`src/inc/timer_pair_pkg.sv`:
```
// constants for the timer pair joint control block
// assumes an 8-bit register file port with 12-bit linear addresses
package timer_pair_pkg;
    localparam int ADDR_W = 12;
    localparam int DATA_W = 8;
    localparam logic [11:0] MODE_CTRL_ADDR = 12'h0D01;
    localparam logic [11:0] ENV_CTRL_ADDR = 12'h0D02;
    localparam logic [11:0] JOINT_CTRL_ADDR = 12'h0D03;
    localparam logic [11:0] IRQ_STATUS_ADDR = 12'h0D04;
    localparam logic [11:0] IRQ_MASK_ADDR = 12'h0D05;
    localparam int ENV_RUN_BIT = 7;
    localparam int CAR_RUN_BIT = 6;
    localparam int SYNC_BIT = 5;
    localparam int INHIBIT_BIT = 4;
    localparam int ONE_CYCLE_BIT = 3;
    localparam int DEMOD_BIT = 7;
    localparam int TIMEOUT_BIT = 5;
    localparam int EV_ENV_TIMEOUT = 0;
    localparam int EV_CAR_CAPTURE = 1;
    localparam int IRQ_W = 2;
    localparam logic [2:0] JOINT_LOW_READ = 3'h7;
    localparam logic [4:0] JOINT_RESET = 5'h00;
    localparam logic [1:0] IRQ_RESET = 2'h0;
    localparam logic [7:0] BYTE_ZERO = 8'h00;
    localparam logic [2:0] EDGE_ACTIVE = 3'h3;
    localparam logic [2:0] EDGE_CAP_FIRST = 3'h4;
    localparam logic [2:0] EDGE_CAP_LAST = 3'h5;
    localparam logic [2:0] EDGE_ZERO = 3'h0;
    localparam logic [2:0] EDGE_ONE = 3'h1;
endpackage : timer_pair_pkg

```
`src/rtl/timer_pair_ctrl.sv`:
```
// joint control of the carrier and envelope timers, with capture sequencing
// assumes timer strobes come from logic on sys_clk; the capture pin is asynchronous
// Behaviour
// separate run bits start each timer
// sync mode aligns first carrier pulse
// sync bit survives stop-mode recovery
// inhibit holds envelope output at terminal count
// time-out still flagged; inhibit survives recovery
// one-cycle capture bit survives recovery
// capture bit clear: capture every edge
// active third edge, capture fourth fifth
// carrier time-out resets edge count
// low three bits read ones, ignore writes
// joint register at linear address D03h
// mode bit selects transmit or demodulation
// terminal count sets flag, write one clears
// full reset clears all joint bits
// joint bits are plain read/write storage
//
// The implementer's own choice: strobed register access.
`timescale 1ns/1ps
module timer_pair_ctrl
    import timer_pair_pkg::*;
(
    input wire logic sys_clk,
    input wire logic rst_n,
    input wire logic stop_recovery,
    input wire logic [ADDR_W-1:0] reg_addr,
    input wire logic [DATA_W-1:0] reg_wdata,
    input wire logic reg_wr,
    input wire logic reg_rd,
    output logic [DATA_W-1:0] reg_rdata,
    input wire logic envelope_tc,
    input wire logic carrier_tc,
    input wire logic capture_pin,
    output logic envelope_timer_run,
    output logic carrier_timer_run,
    output logic carrier_count_go,
    output logic carrier_sync_load,
    output logic envelope_out,
    output logic carrier_active,
    output logic carrier_capture,
    output logic irq
);
    logic [4:0] joint_ff;
    logic demod_ff;
    logic [IRQ_W-1:0] status_ff;
    logic [IRQ_W-1:0] mask_ff;
    logic [DATA_W-1:0] rdata_ff;
    logic env_run_d_ff;
    logic go_ff;
    logic load_ff;
    logic env_out_ff;
    logic active_ff;
    logic capture_ff;
    logic irq_ff;
    logic pin_s1_ff;
    logic pin_s2_ff;
    logic pin_s3_ff;
    logic pin_level_ff;
    logic [2:0] edge_cnt_ff;
    logic [4:0] nxt_joint;
    logic [IRQ_W-1:0] nxt_status;
    logic [2:0] nxt_edge_cnt;

    function automatic logic hit(input logic [ADDR_W-1:0] a, input logic [ADDR_W-1:0] r);
        return a == r;
    endfunction : hit

    // joint register decode
    wire wr_joint = reg_wr && hit(reg_addr, JOINT_CTRL_ADDR);
    wire wr_mode = reg_wr && hit(reg_addr, MODE_CTRL_ADDR);
    wire wr_env = reg_wr && hit(reg_addr, ENV_CTRL_ADDR);
    wire wr_stat = reg_wr && hit(reg_addr, IRQ_STATUS_ADDR);
    wire wr_mask = reg_wr && hit(reg_addr, IRQ_MASK_ADDR);
    wire env_run = joint_ff[ENV_RUN_BIT-3];
    wire car_run = joint_ff[CAR_RUN_BIT-3];
    wire sync_mode = joint_ff[SYNC_BIT-3];
    wire inhibit = joint_ff[INHIBIT_BIT-3];
    wire one_cycle = joint_ff[ONE_CYCLE_BIT-3];

    // plain storage; R3 R5 R6 - recovery clears only the run bits
    // low bits are not stored, so writes to them vanish
    assign nxt_joint = wr_joint ? reg_wdata[7:3] :
        stop_recovery ? {2'b00, joint_ff[2:0]} : joint_ff;

    // carrier waits for an envelope start or terminal count
    wire env_start = env_run && !env_run_d_ff;
    wire env_align = env_start || (env_run && envelope_tc);
    wire nxt_go = car_run && (!sync_mode || go_ff || env_align);
    wire nxt_load = car_run && sync_mode && !go_ff && env_align;

    // toggle only while not inhibited
    wire nxt_env_out = (envelope_tc && !inhibit) ? !env_out_ff : env_out_ff;

    // accepted pin change once the second and third stages agree
    wire pin_stable = pin_s2_ff == pin_s3_ff;
    wire pin_edge = pin_stable && (pin_s3_ff != pin_level_ff);
    wire capture_on = demod_ff && car_run;
    wire edge_seen = capture_on && pin_edge;

    // time-out restarts the edge sequence
    // count edges up to the fifth, then hold
    assign nxt_edge_cnt = (carrier_tc && one_cycle) ? EDGE_ZERO :
        (edge_seen && one_cycle && edge_cnt_ff != EDGE_CAP_LAST) ?
        edge_cnt_ff + EDGE_ONE : edge_cnt_ff;
    wire cnt_cap = (nxt_edge_cnt == EDGE_CAP_FIRST) || (nxt_edge_cnt == EDGE_CAP_LAST);
    wire cnt_moved = nxt_edge_cnt != edge_cnt_ff;
    // ordinary demodulation captures every edge
    wire nxt_capture = edge_seen && (one_cycle ? (cnt_moved && cnt_cap) : 1'b1);
    wire nxt_active = one_cycle ? (nxt_edge_cnt >= EDGE_ACTIVE) : capture_on;
    wire cap_irq = edge_seen && (one_cycle ?
        (cnt_moved && nxt_edge_cnt == EDGE_CAP_LAST) : 1'b1);

    // time-out flagged whatever the inhibit; set wins over clear
    wire [IRQ_W-1:0] ev_set = {cap_irq, envelope_tc};
    wire [IRQ_W-1:0] ev_clr_stat = wr_stat ? reg_wdata[IRQ_W-1:0] : IRQ_RESET;
    wire [IRQ_W-1:0] ev_clr_env = {1'b0, wr_env && reg_wdata[TIMEOUT_BIT]};
    assign nxt_status = (status_ff & ~(ev_clr_stat | ev_clr_env)) | ev_set;
    wire nxt_irq = |(nxt_status & mask_ff);

    wire [DATA_W-1:0] rd_joint = {joint_ff, JOINT_LOW_READ};
    wire [DATA_W-1:0] rd_mode = {demod_ff, 7'h00};
    wire [DATA_W-1:0] rd_env = {env_run, 1'b0, status_ff[EV_ENV_TIMEOUT], 5'h00};
    wire [DATA_W-1:0] rd_stat = {6'h00, status_ff};
    wire [DATA_W-1:0] rd_mask = {6'h00, mask_ff};
    wire [DATA_W-1:0] rd_mux =
        hit(reg_addr, JOINT_CTRL_ADDR) ? rd_joint :
        hit(reg_addr, MODE_CTRL_ADDR) ? rd_mode :
        hit(reg_addr, ENV_CTRL_ADDR) ? rd_env :
        hit(reg_addr, IRQ_STATUS_ADDR) ? rd_stat :
        hit(reg_addr, IRQ_MASK_ADDR) ? rd_mask : BYTE_ZERO;
    wire [DATA_W-1:0] nxt_rdata = reg_rd ? rd_mux : BYTE_ZERO;

    // full reset clears every joint bit
    always_ff @(posedge sys_clk) begin
        if (!rst_n) begin
            joint_ff <= JOINT_RESET;
            demod_ff <= 1'b0;
            mask_ff <= IRQ_RESET;
        end else begin
            joint_ff <= nxt_joint;
            demod_ff <= wr_mode ? reg_wdata[DEMOD_BIT] : demod_ff;
            mask_ff <= wr_mask ? reg_wdata[IRQ_W-1:0] : mask_ff;
        end
    end

    always_ff @(posedge sys_clk) begin
        if (!rst_n) begin
            status_ff <= IRQ_RESET;
            irq_ff <= 1'b0;
            rdata_ff <= BYTE_ZERO;
        end else begin
            status_ff <= nxt_status;
            irq_ff <= nxt_irq;
            rdata_ff <= nxt_rdata;
        end
    end

    // run outputs follow the enable bits, the carrier only after alignment in sync mode
    always_ff @(posedge sys_clk) begin
        if (!rst_n) begin
            env_run_d_ff <= 1'b0;
            go_ff <= 1'b0;
            load_ff <= 1'b0;
            env_out_ff <= 1'b0;
        end else begin
            env_run_d_ff <= env_run;
            go_ff <= nxt_go;
            load_ff <= nxt_load;
            env_out_ff <= nxt_env_out;
        end
    end

    always_ff @(posedge sys_clk) begin
        if (!rst_n) begin
            pin_s1_ff <= 1'b0;
            pin_s2_ff <= 1'b0;
            pin_s3_ff <= 1'b0;
            pin_level_ff <= 1'b0;
        end else begin
            pin_s1_ff <= capture_pin;
            pin_s2_ff <= pin_s1_ff;
            pin_s3_ff <= pin_s2_ff;
            pin_level_ff <= pin_stable ? pin_s3_ff : pin_level_ff;
        end
    end

    // a capture disabled mid-sequence keeps its count until a time-out
    always_ff @(posedge sys_clk) begin
        if (!rst_n) begin
            edge_cnt_ff <= EDGE_ZERO;
            active_ff <= 1'b0;
            capture_ff <= 1'b0;
        end else begin
            edge_cnt_ff <= nxt_edge_cnt;
            active_ff <= nxt_active;
            capture_ff <= nxt_capture;
        end
    end

    assign reg_rdata = rdata_ff;
    assign envelope_timer_run = env_run_d_ff;
    assign carrier_timer_run = go_ff;
    assign carrier_count_go = go_ff;
    assign carrier_sync_load = load_ff;
    assign envelope_out = env_out_ff;
    assign carrier_active = active_ff;
    assign carrier_capture = capture_ff;
    assign irq = irq_ff;
endmodule : timer_pair_ctrl

```
`config.mk`:
```
export PLATFORM = sky130hd
export DESIGN_NAME = timer_pair_ctrl
export DESIGN_NICKNAME = d
export VERILOG_FILES = /design/src/inc/timer_pair_pkg.sv /design/src/rtl/timer_pair_ctrl.sv
export SDC_FILE = /design/constraint.sdc
export NUM_CORES = 1
export LEC_CHECK = 0
export BUFFER_PORTS_ARGS = -buffer_cell sky130_fd_sc_hd__buf_2
export CORE_ASPECT_RATIO = 0.7
export CORE_UTILIZATION = 54
export DETAILED_ROUTE_END_ITERATION = 8
export HOLD_SLACK_MARGIN = 0.1
export PLACE_DENSITY = 0.83
export SETUP_SLACK_MARGIN = 0.5
export SKIP_CTS_REPAIR_TIMING = 1
export SYNTH_ARGS = -nofsm -noshare
export SYNTH_HDL_FRONTEND = slang
export SYNTH_SLANG_ARGS = --single-unit
export TNS_END_PERCENT = 10
```
`constraint.sdc`:
```
create_clock -name sys_clk -period 2.94 [get_ports sys_clk]
set_input_delay 0.882 -clock sys_clk [delete_from_list [all_inputs] [get_ports sys_clk]]
set_output_delay 0.882 -clock sys_clk [all_outputs]
set_load 0.05 [all_outputs]
```
## Word-level counts from Yosys, hierarchy flattened

Cells that the tools add are included.
Widths: inputs -> output; s select.

| operators by class | value |
|---|---|
| equality and inequality tests | 11 |
| add/sub/neg operators | 1 |
| bitwise logic cells | 5 |
| shift operators | 0 |
| reduce and logical (&&, ||, !) cells | 35 |
| mux-type cells | 13 |
| div/mod/pow operators | 0 |
| $lt $le $gt $ge | 1 |
| multipliers | 0 |

Operators with widths:

| kind | count |
|---|---|
| $eq 12x12->1 const B | 5 |
| $mux 8 | 3 |
| $logic_and 1x1->1 | 23 |
| $mux 5 | 2 |
| $eq 3x3->1 const B | 2 |
| $mux 2 | 3 |
| $mux 3 | 2 |
| $logic_not 1->1 | 5 |
| $and 2x2->2 | 2 |
| $logic_or 1x1->1 | 4 |
| $add 3x1->3 const B | 1 |
| $ge 3x2->1 const B | 1 |
| $mux 1 | 3 |
| $ne 3x3->1 | 1 |
| $ne 3x3->1 const B | 1 |
| $not 2->2 | 1 |
| $or 2x1->2 | 1 |
| $or 2x2->2 | 1 |
| $reduce_and 2->1 | 1 |
| $reduce_bool 2->1 | 1 |
| $reduce_or 2->1 | 1 |
| $eq 1x1->1 | 1 |
| $ne 1x1->1 | 1 |

| word-level totals | value |
|---|---|
| memory bits (writable) | 0 |
| bits in latches | 0 |
| memory bits (read-only) | 0 |
| flip-flop bits (word level) | 32 |
| input bits | 28 |
| memories kept | 0 |
| word-level logic and storage cells | 84 |
| output and inout port bits | 16 |

## Logic depth before layout (Yosys ltp)

| depth | value |
|---|---|
| depth after elaboration | 14 |
| depth in mapped cells | 6 |
| mapped depth without buffers | 6 |

## Least setup slack after synthesis

Ideal clock, no wire load.

| timing path | value |
|---|---|
| path type | input to register |
| start point | input reg_addr[6] |
| end point | register irq_ff, in the netlist irq |
| buffers on the path | 0 |
| library setup time | 0.140 ns |
| setup slack | 0.731 ns |
| arrival | 2.069 ns |
| stages | 4 |
| required time | 2.800 ns |
| cells stage by stage | nor4bb_1 nand3_1 o311ai_0 o211ai_1 |

| on the way | value |
|---|---|
| word-level cells in the longest chain between the ends | 9 |
| elaborated cells on any way between the ends | 12 |
| those cells by class | eq/ne: 2; mux: 1; bitwise: 5; reduce/logical: 4 |

RTL lines:

| element | RTL line | text |
|---|---|---|
| start: declaration | timer_pair_ctrl.sv:28 | `input wire logic [ADDR_W-1:0] reg_addr,` |
| $eq 12x12->1 | timer_pair_ctrl.sv:67 | `return a == r;` |
| $logic_and 1x1->1 (on tied branches) | timer_pair_ctrl.sv:74, timer_pair_ctrl.sv:73 |  |
| $mux 2 / $logic_and 1x1->1 (equally long branches) | timer_pair_ctrl.sv:117, timer_pair_ctrl.sv:118 |  |
| $or 2x1->2 * | timer_pair_ctrl.sv:119 | `assign nxt_status = (status_ff & ~(ev_clr_stat \| ev_clr_env)) \| ev_set;` |
| $not 2->2 * | timer_pair_ctrl.sv:119 |  |
| $and 2x2->2 * | timer_pair_ctrl.sv:119 |  |
| $or 2x2->2 * | timer_pair_ctrl.sv:119 |  |
| $and 2x2->2 * | timer_pair_ctrl.sv:120 | `wire nxt_irq = \|(nxt_status & mask_ff);` |
| $reduce_or 2->1 * | timer_pair_ctrl.sv:120 |  |
| end signal: assignment | timer_pair_ctrl.sv:155 | `irq_ff <= nxt_irq;` |
| end: declaration | timer_pair_ctrl.sv:56 | `logic irq_ff;` |

Every way passes the cells marked *; elsewhere a longest branch is shown, timed or not.
A chain may end at the register's enable or synchronous reset.

## Worst setup path in the final report

| timing path | value |
|---|---|
| start point | input reg_addr[9] |
| end point | register irq_ff, in the netlist irq |

The elaborated chain is that of the path after synthesis.

==> results.sh <==
export IMPL_status="complete, no violations"
export IMPL_fin_setup_tns_ns=0
export IMPL_synth_compound_area_share=0.156
export IMPL_antenna_found_initial=0
export IMPL_crit_type="in -> reg"
export IMPL_slowest_stage="o311ai_0"
export IMPL_design_power_total_mw=0.916
export IMPL_power_density_nw_per_um2=491
export IMPL_vias=1421
export IMPL_grt_use_total=0.246
export IMPL_synth_top_family_by_area="simple AND/OR/NAND/NOR gates"
export IMPL_tritoncts="done"
export IMPL_synth_adder_area_share=0.0166
export IMPL_async_reset_ff_frac=0
export IMPL_syn_cell_area_um2=1510
export IMPL_core_um2=2550
export IMPL_place_inst=233
export IMPL_die_area_um2=3010
export IMPL_drt_pass1_iter_count=4
export IMPL_portBuffers=42
export IMPL_reg2reg_slack_ns=1.08
export IMPL_syn_nets=191
export IMPL_synth_edf_count=0
export IMPL_period_share=0.736
export IMPL_synth_flop_cell="dfxtp_1"
export IMPL_antenna_cells=0
export IMPL_slew_viol_final=0
export IMPL_die_width_um=65.2
export IMPL_rows=15
export IMPL_yosys_mux_area_fraction=0.0746
export IMPL_drive_above_1_share=0.285
export IMPL_drc=0
export IMPL_cts_sinks=32
export IMPL_fillerInstances=197
export IMPL_cp_top_family="compound AO/OA/AOI/OAI gates"
export IMPL_crit_path_end_kind="flip-flop"
export IMPL_cp_required_ns=3.09
export IMPL_netlist_cell_type_count=44
export IMPL_cp_buffers_inverters=1
export IMPL_synth_simple_area_share=0.287
export IMPL_synth_ff_latch_count=32
export IMPL_cp_max_fo=4
export IMPL_startpoint_type="input pin"
export IMPL_maxCapViolations=0
export IMPL_grt_overflow_total=0
export IMPL_grt_pass1_vias=1220
export IMPL_ys_seq_area_frac=0.425
export IMPL_cts_max_level=2
export IMPL_die_y_um=46.2
export IMPL_critical_path_max_stage_delay_ns=0.51
export IMPL_grt_pass1_wl_um=5320
export IMPL_place_hpwl_um=2570
export IMPL_area_growth_pct=23.5
export IMPL_post_route_util=0.730
export IMPL_avgSynthCellArea_um2=9.37
export IMPL_worstMarginPinSlew_ns=0.466
export IMPL_ant_nets=0
export IMPL_layout_common_cells="42 x buf_2, 32 x dfxtp_1, 13 x nor2b_1"
export IMPL_nets=236
export IMPL_instances_no_fill=241
export IMPL_path_clk_slew_ns=0.07
export IMPL_layout_commonest_cell="buf_2"
export IMPL_slew_headroom=0.686
export IMPL_ctsRootBufferMaster="clkbuf_8"
export IMPL_grt_max_degree=24
export IMPL_synth_area_top_cells="dfxtp_1 42%, mux2i_1 6.0%, nor2b_1 5.4%"
export IMPL_crit_chain="buf_2 -> nor4bb_2 -> nand3_1 -> o311ai_0 -> o211ai_1"
export IMPL_synth_xor_area_share=0.0116
export IMPL_cts_buffers_inserted=5
export IMPL_synth_top_cell_by_area="dfxtp_1"
export IMPL_holdWs_ns=0.446
export IMPL_min_period_ns=2.16
export IMPL_ios=44
export IMPL_cp_arrival_ns=2.31
export IMPL_multiInputGateArea_um2=830
export IMPL_via_per_inst=5.90
export IMPL_rsz0062_at_grt="no"
export IMPL_finalSetupViolations=0
export IMPL_max_freq_mhz=462
export IMPL_insertion_delay_ns=0.29
export IMPL_irDropWorstVdd_mv=0.370
export IMPL_routed_wl_um=3410
export IMPL_start_util=0.591
export IMPL_wl_per_cell_um=14.1
export IMPL_skew_ns=0.00284
export IMPL_synth_top_cell_area_share=0.425
export IMPL_final_hold_viol_count=0
export IMPL_hp_class="reg -> reg"
export IMPL_syn_inst=161
export IMPL_gp_congestion=0.928
export IMPL_yosys_warnings=0
export IMPL_p_leak_nw=0.807
export IMPL_seq_area_um2=641
export IMPL_first_iter_violations=103
export IMPL_cts_buffer_depth=2
[worst register-to-register path: cells and delay by family, from the launching register on]
kind / cells / cell delay (ns)
AOI/OAI and AO/OA: 2 / 0.56
and+or+nand+nor: 2 / 0.57
DFF: 1 / 0.40
adders and majority gates: 1 / 0.22
buffers and inverters: 1 / 0.06
[power by group]
group | internal, mW | total [mW] | switching (mW) | leakage, nW
clock network | 0.250 | 0.416 | 0.166 | 0.0541
logic | 0.0280 | 0.0591 | 0.0311 | 0.494
registers | 0.438 | 0.440 | 0.00279 | 0.259
total | 0.716 | 0.916 | 0.200 | 0.807
[per-stage QoR]
stage / area, um2 / setup slack, ns
6_report: 1860 / 0.776
4_1_cts: 1860 / 0.629
3_3_place_gp: 1750 / 0.460
2_1_floorplan: 1510 / 0.731
3_5_place_dp: 1750 / 0.320
5_1_grt: 1860 / 0.611
[final cells by class]
type                            instances  share of cell area
Sequential cell                        32               0.344
Clock inverter                          3              0.0228
Clock buffer                            5              0.0369
Multi-Input combinational cell        118               0.445
Inverter                                6              0.0121
Tap cell                               34              0.0228
Timing Repair Buffer                   43               0.117
[flip-flops by register name (all words and copies together), names as in the netlist]
signal / count
reg_rdata: 8
joint_ff: 5
carrier_sync_load: 1
pin_s1_ff: 1
pin_level_ff: 1
envelope_out: 1
carrier_count_go: 1
pin_s2_ff: 1
mask_ff: 2
carrier_active: 1
edge_cnt_ff: 3
irq: 1
carrier_capture: 1
pin_s3_ff: 1
status_ff: 2
envelope_timer_run: 1
demod_ff: 1
[synth_stat cells (2+ instances only)]
library cell and number:
a211oi_1 2, a21oi_1 8, a31oi_1 4, and2_1 9, and3b_1 3, clkbuf_1 4, dfxtp_1 32, ha_1 2
inv_1 6, mux2_2 2, mux2i_1 9, nand2_1 6, nand3_1 4, nand3b_1 2, nand4_1 5, nor2_1 8
nor2b_1 13, nor3_1 3, nor3b_1 3, nor4bb_1 3, o211ai_1 2, o21ai_0 7, o221ai_1 2, xnor2_1 2
[kinds of logic (layout without fill, tap and decap cells)]
logic type               after synthesis  after routing
AO/OA/AOI/OAI                         33             33
XOR/XNOR                               2              2
adder cells (fa/ha/maj)                2              2
buffers and inverters                 11             57
flip-flops                            32             32
multiplexers                          11             11
AND/OR/NAND/NOR                       70             70
[layer usage]
layer / up-vias / part of all wire / global-route usage
li1: 677 / - / -
met1: 628 / 0.40 / 0.287
met2: 102 / 0.44 / 0.394
met3: 14 / 0.13 / 0.0866
met4: 0 / 0.027 / 0.157
met5: - / 0 / 0
[final timing paths]
path | cells past startpoint | startpoint | to
worst max-delay path | 5 | reg_addr[9] | irq
worst min-delay path | 1 | pin_s1_ff | pin_s2_ff
worst max register to register | 6 | edge_cnt_ff[1] | edge_cnt_ff[2]
worst min register to register | 1 | pin_s1_ff | pin_s2_ff
No activity file was read; power rests on OpenSTA's default activity.
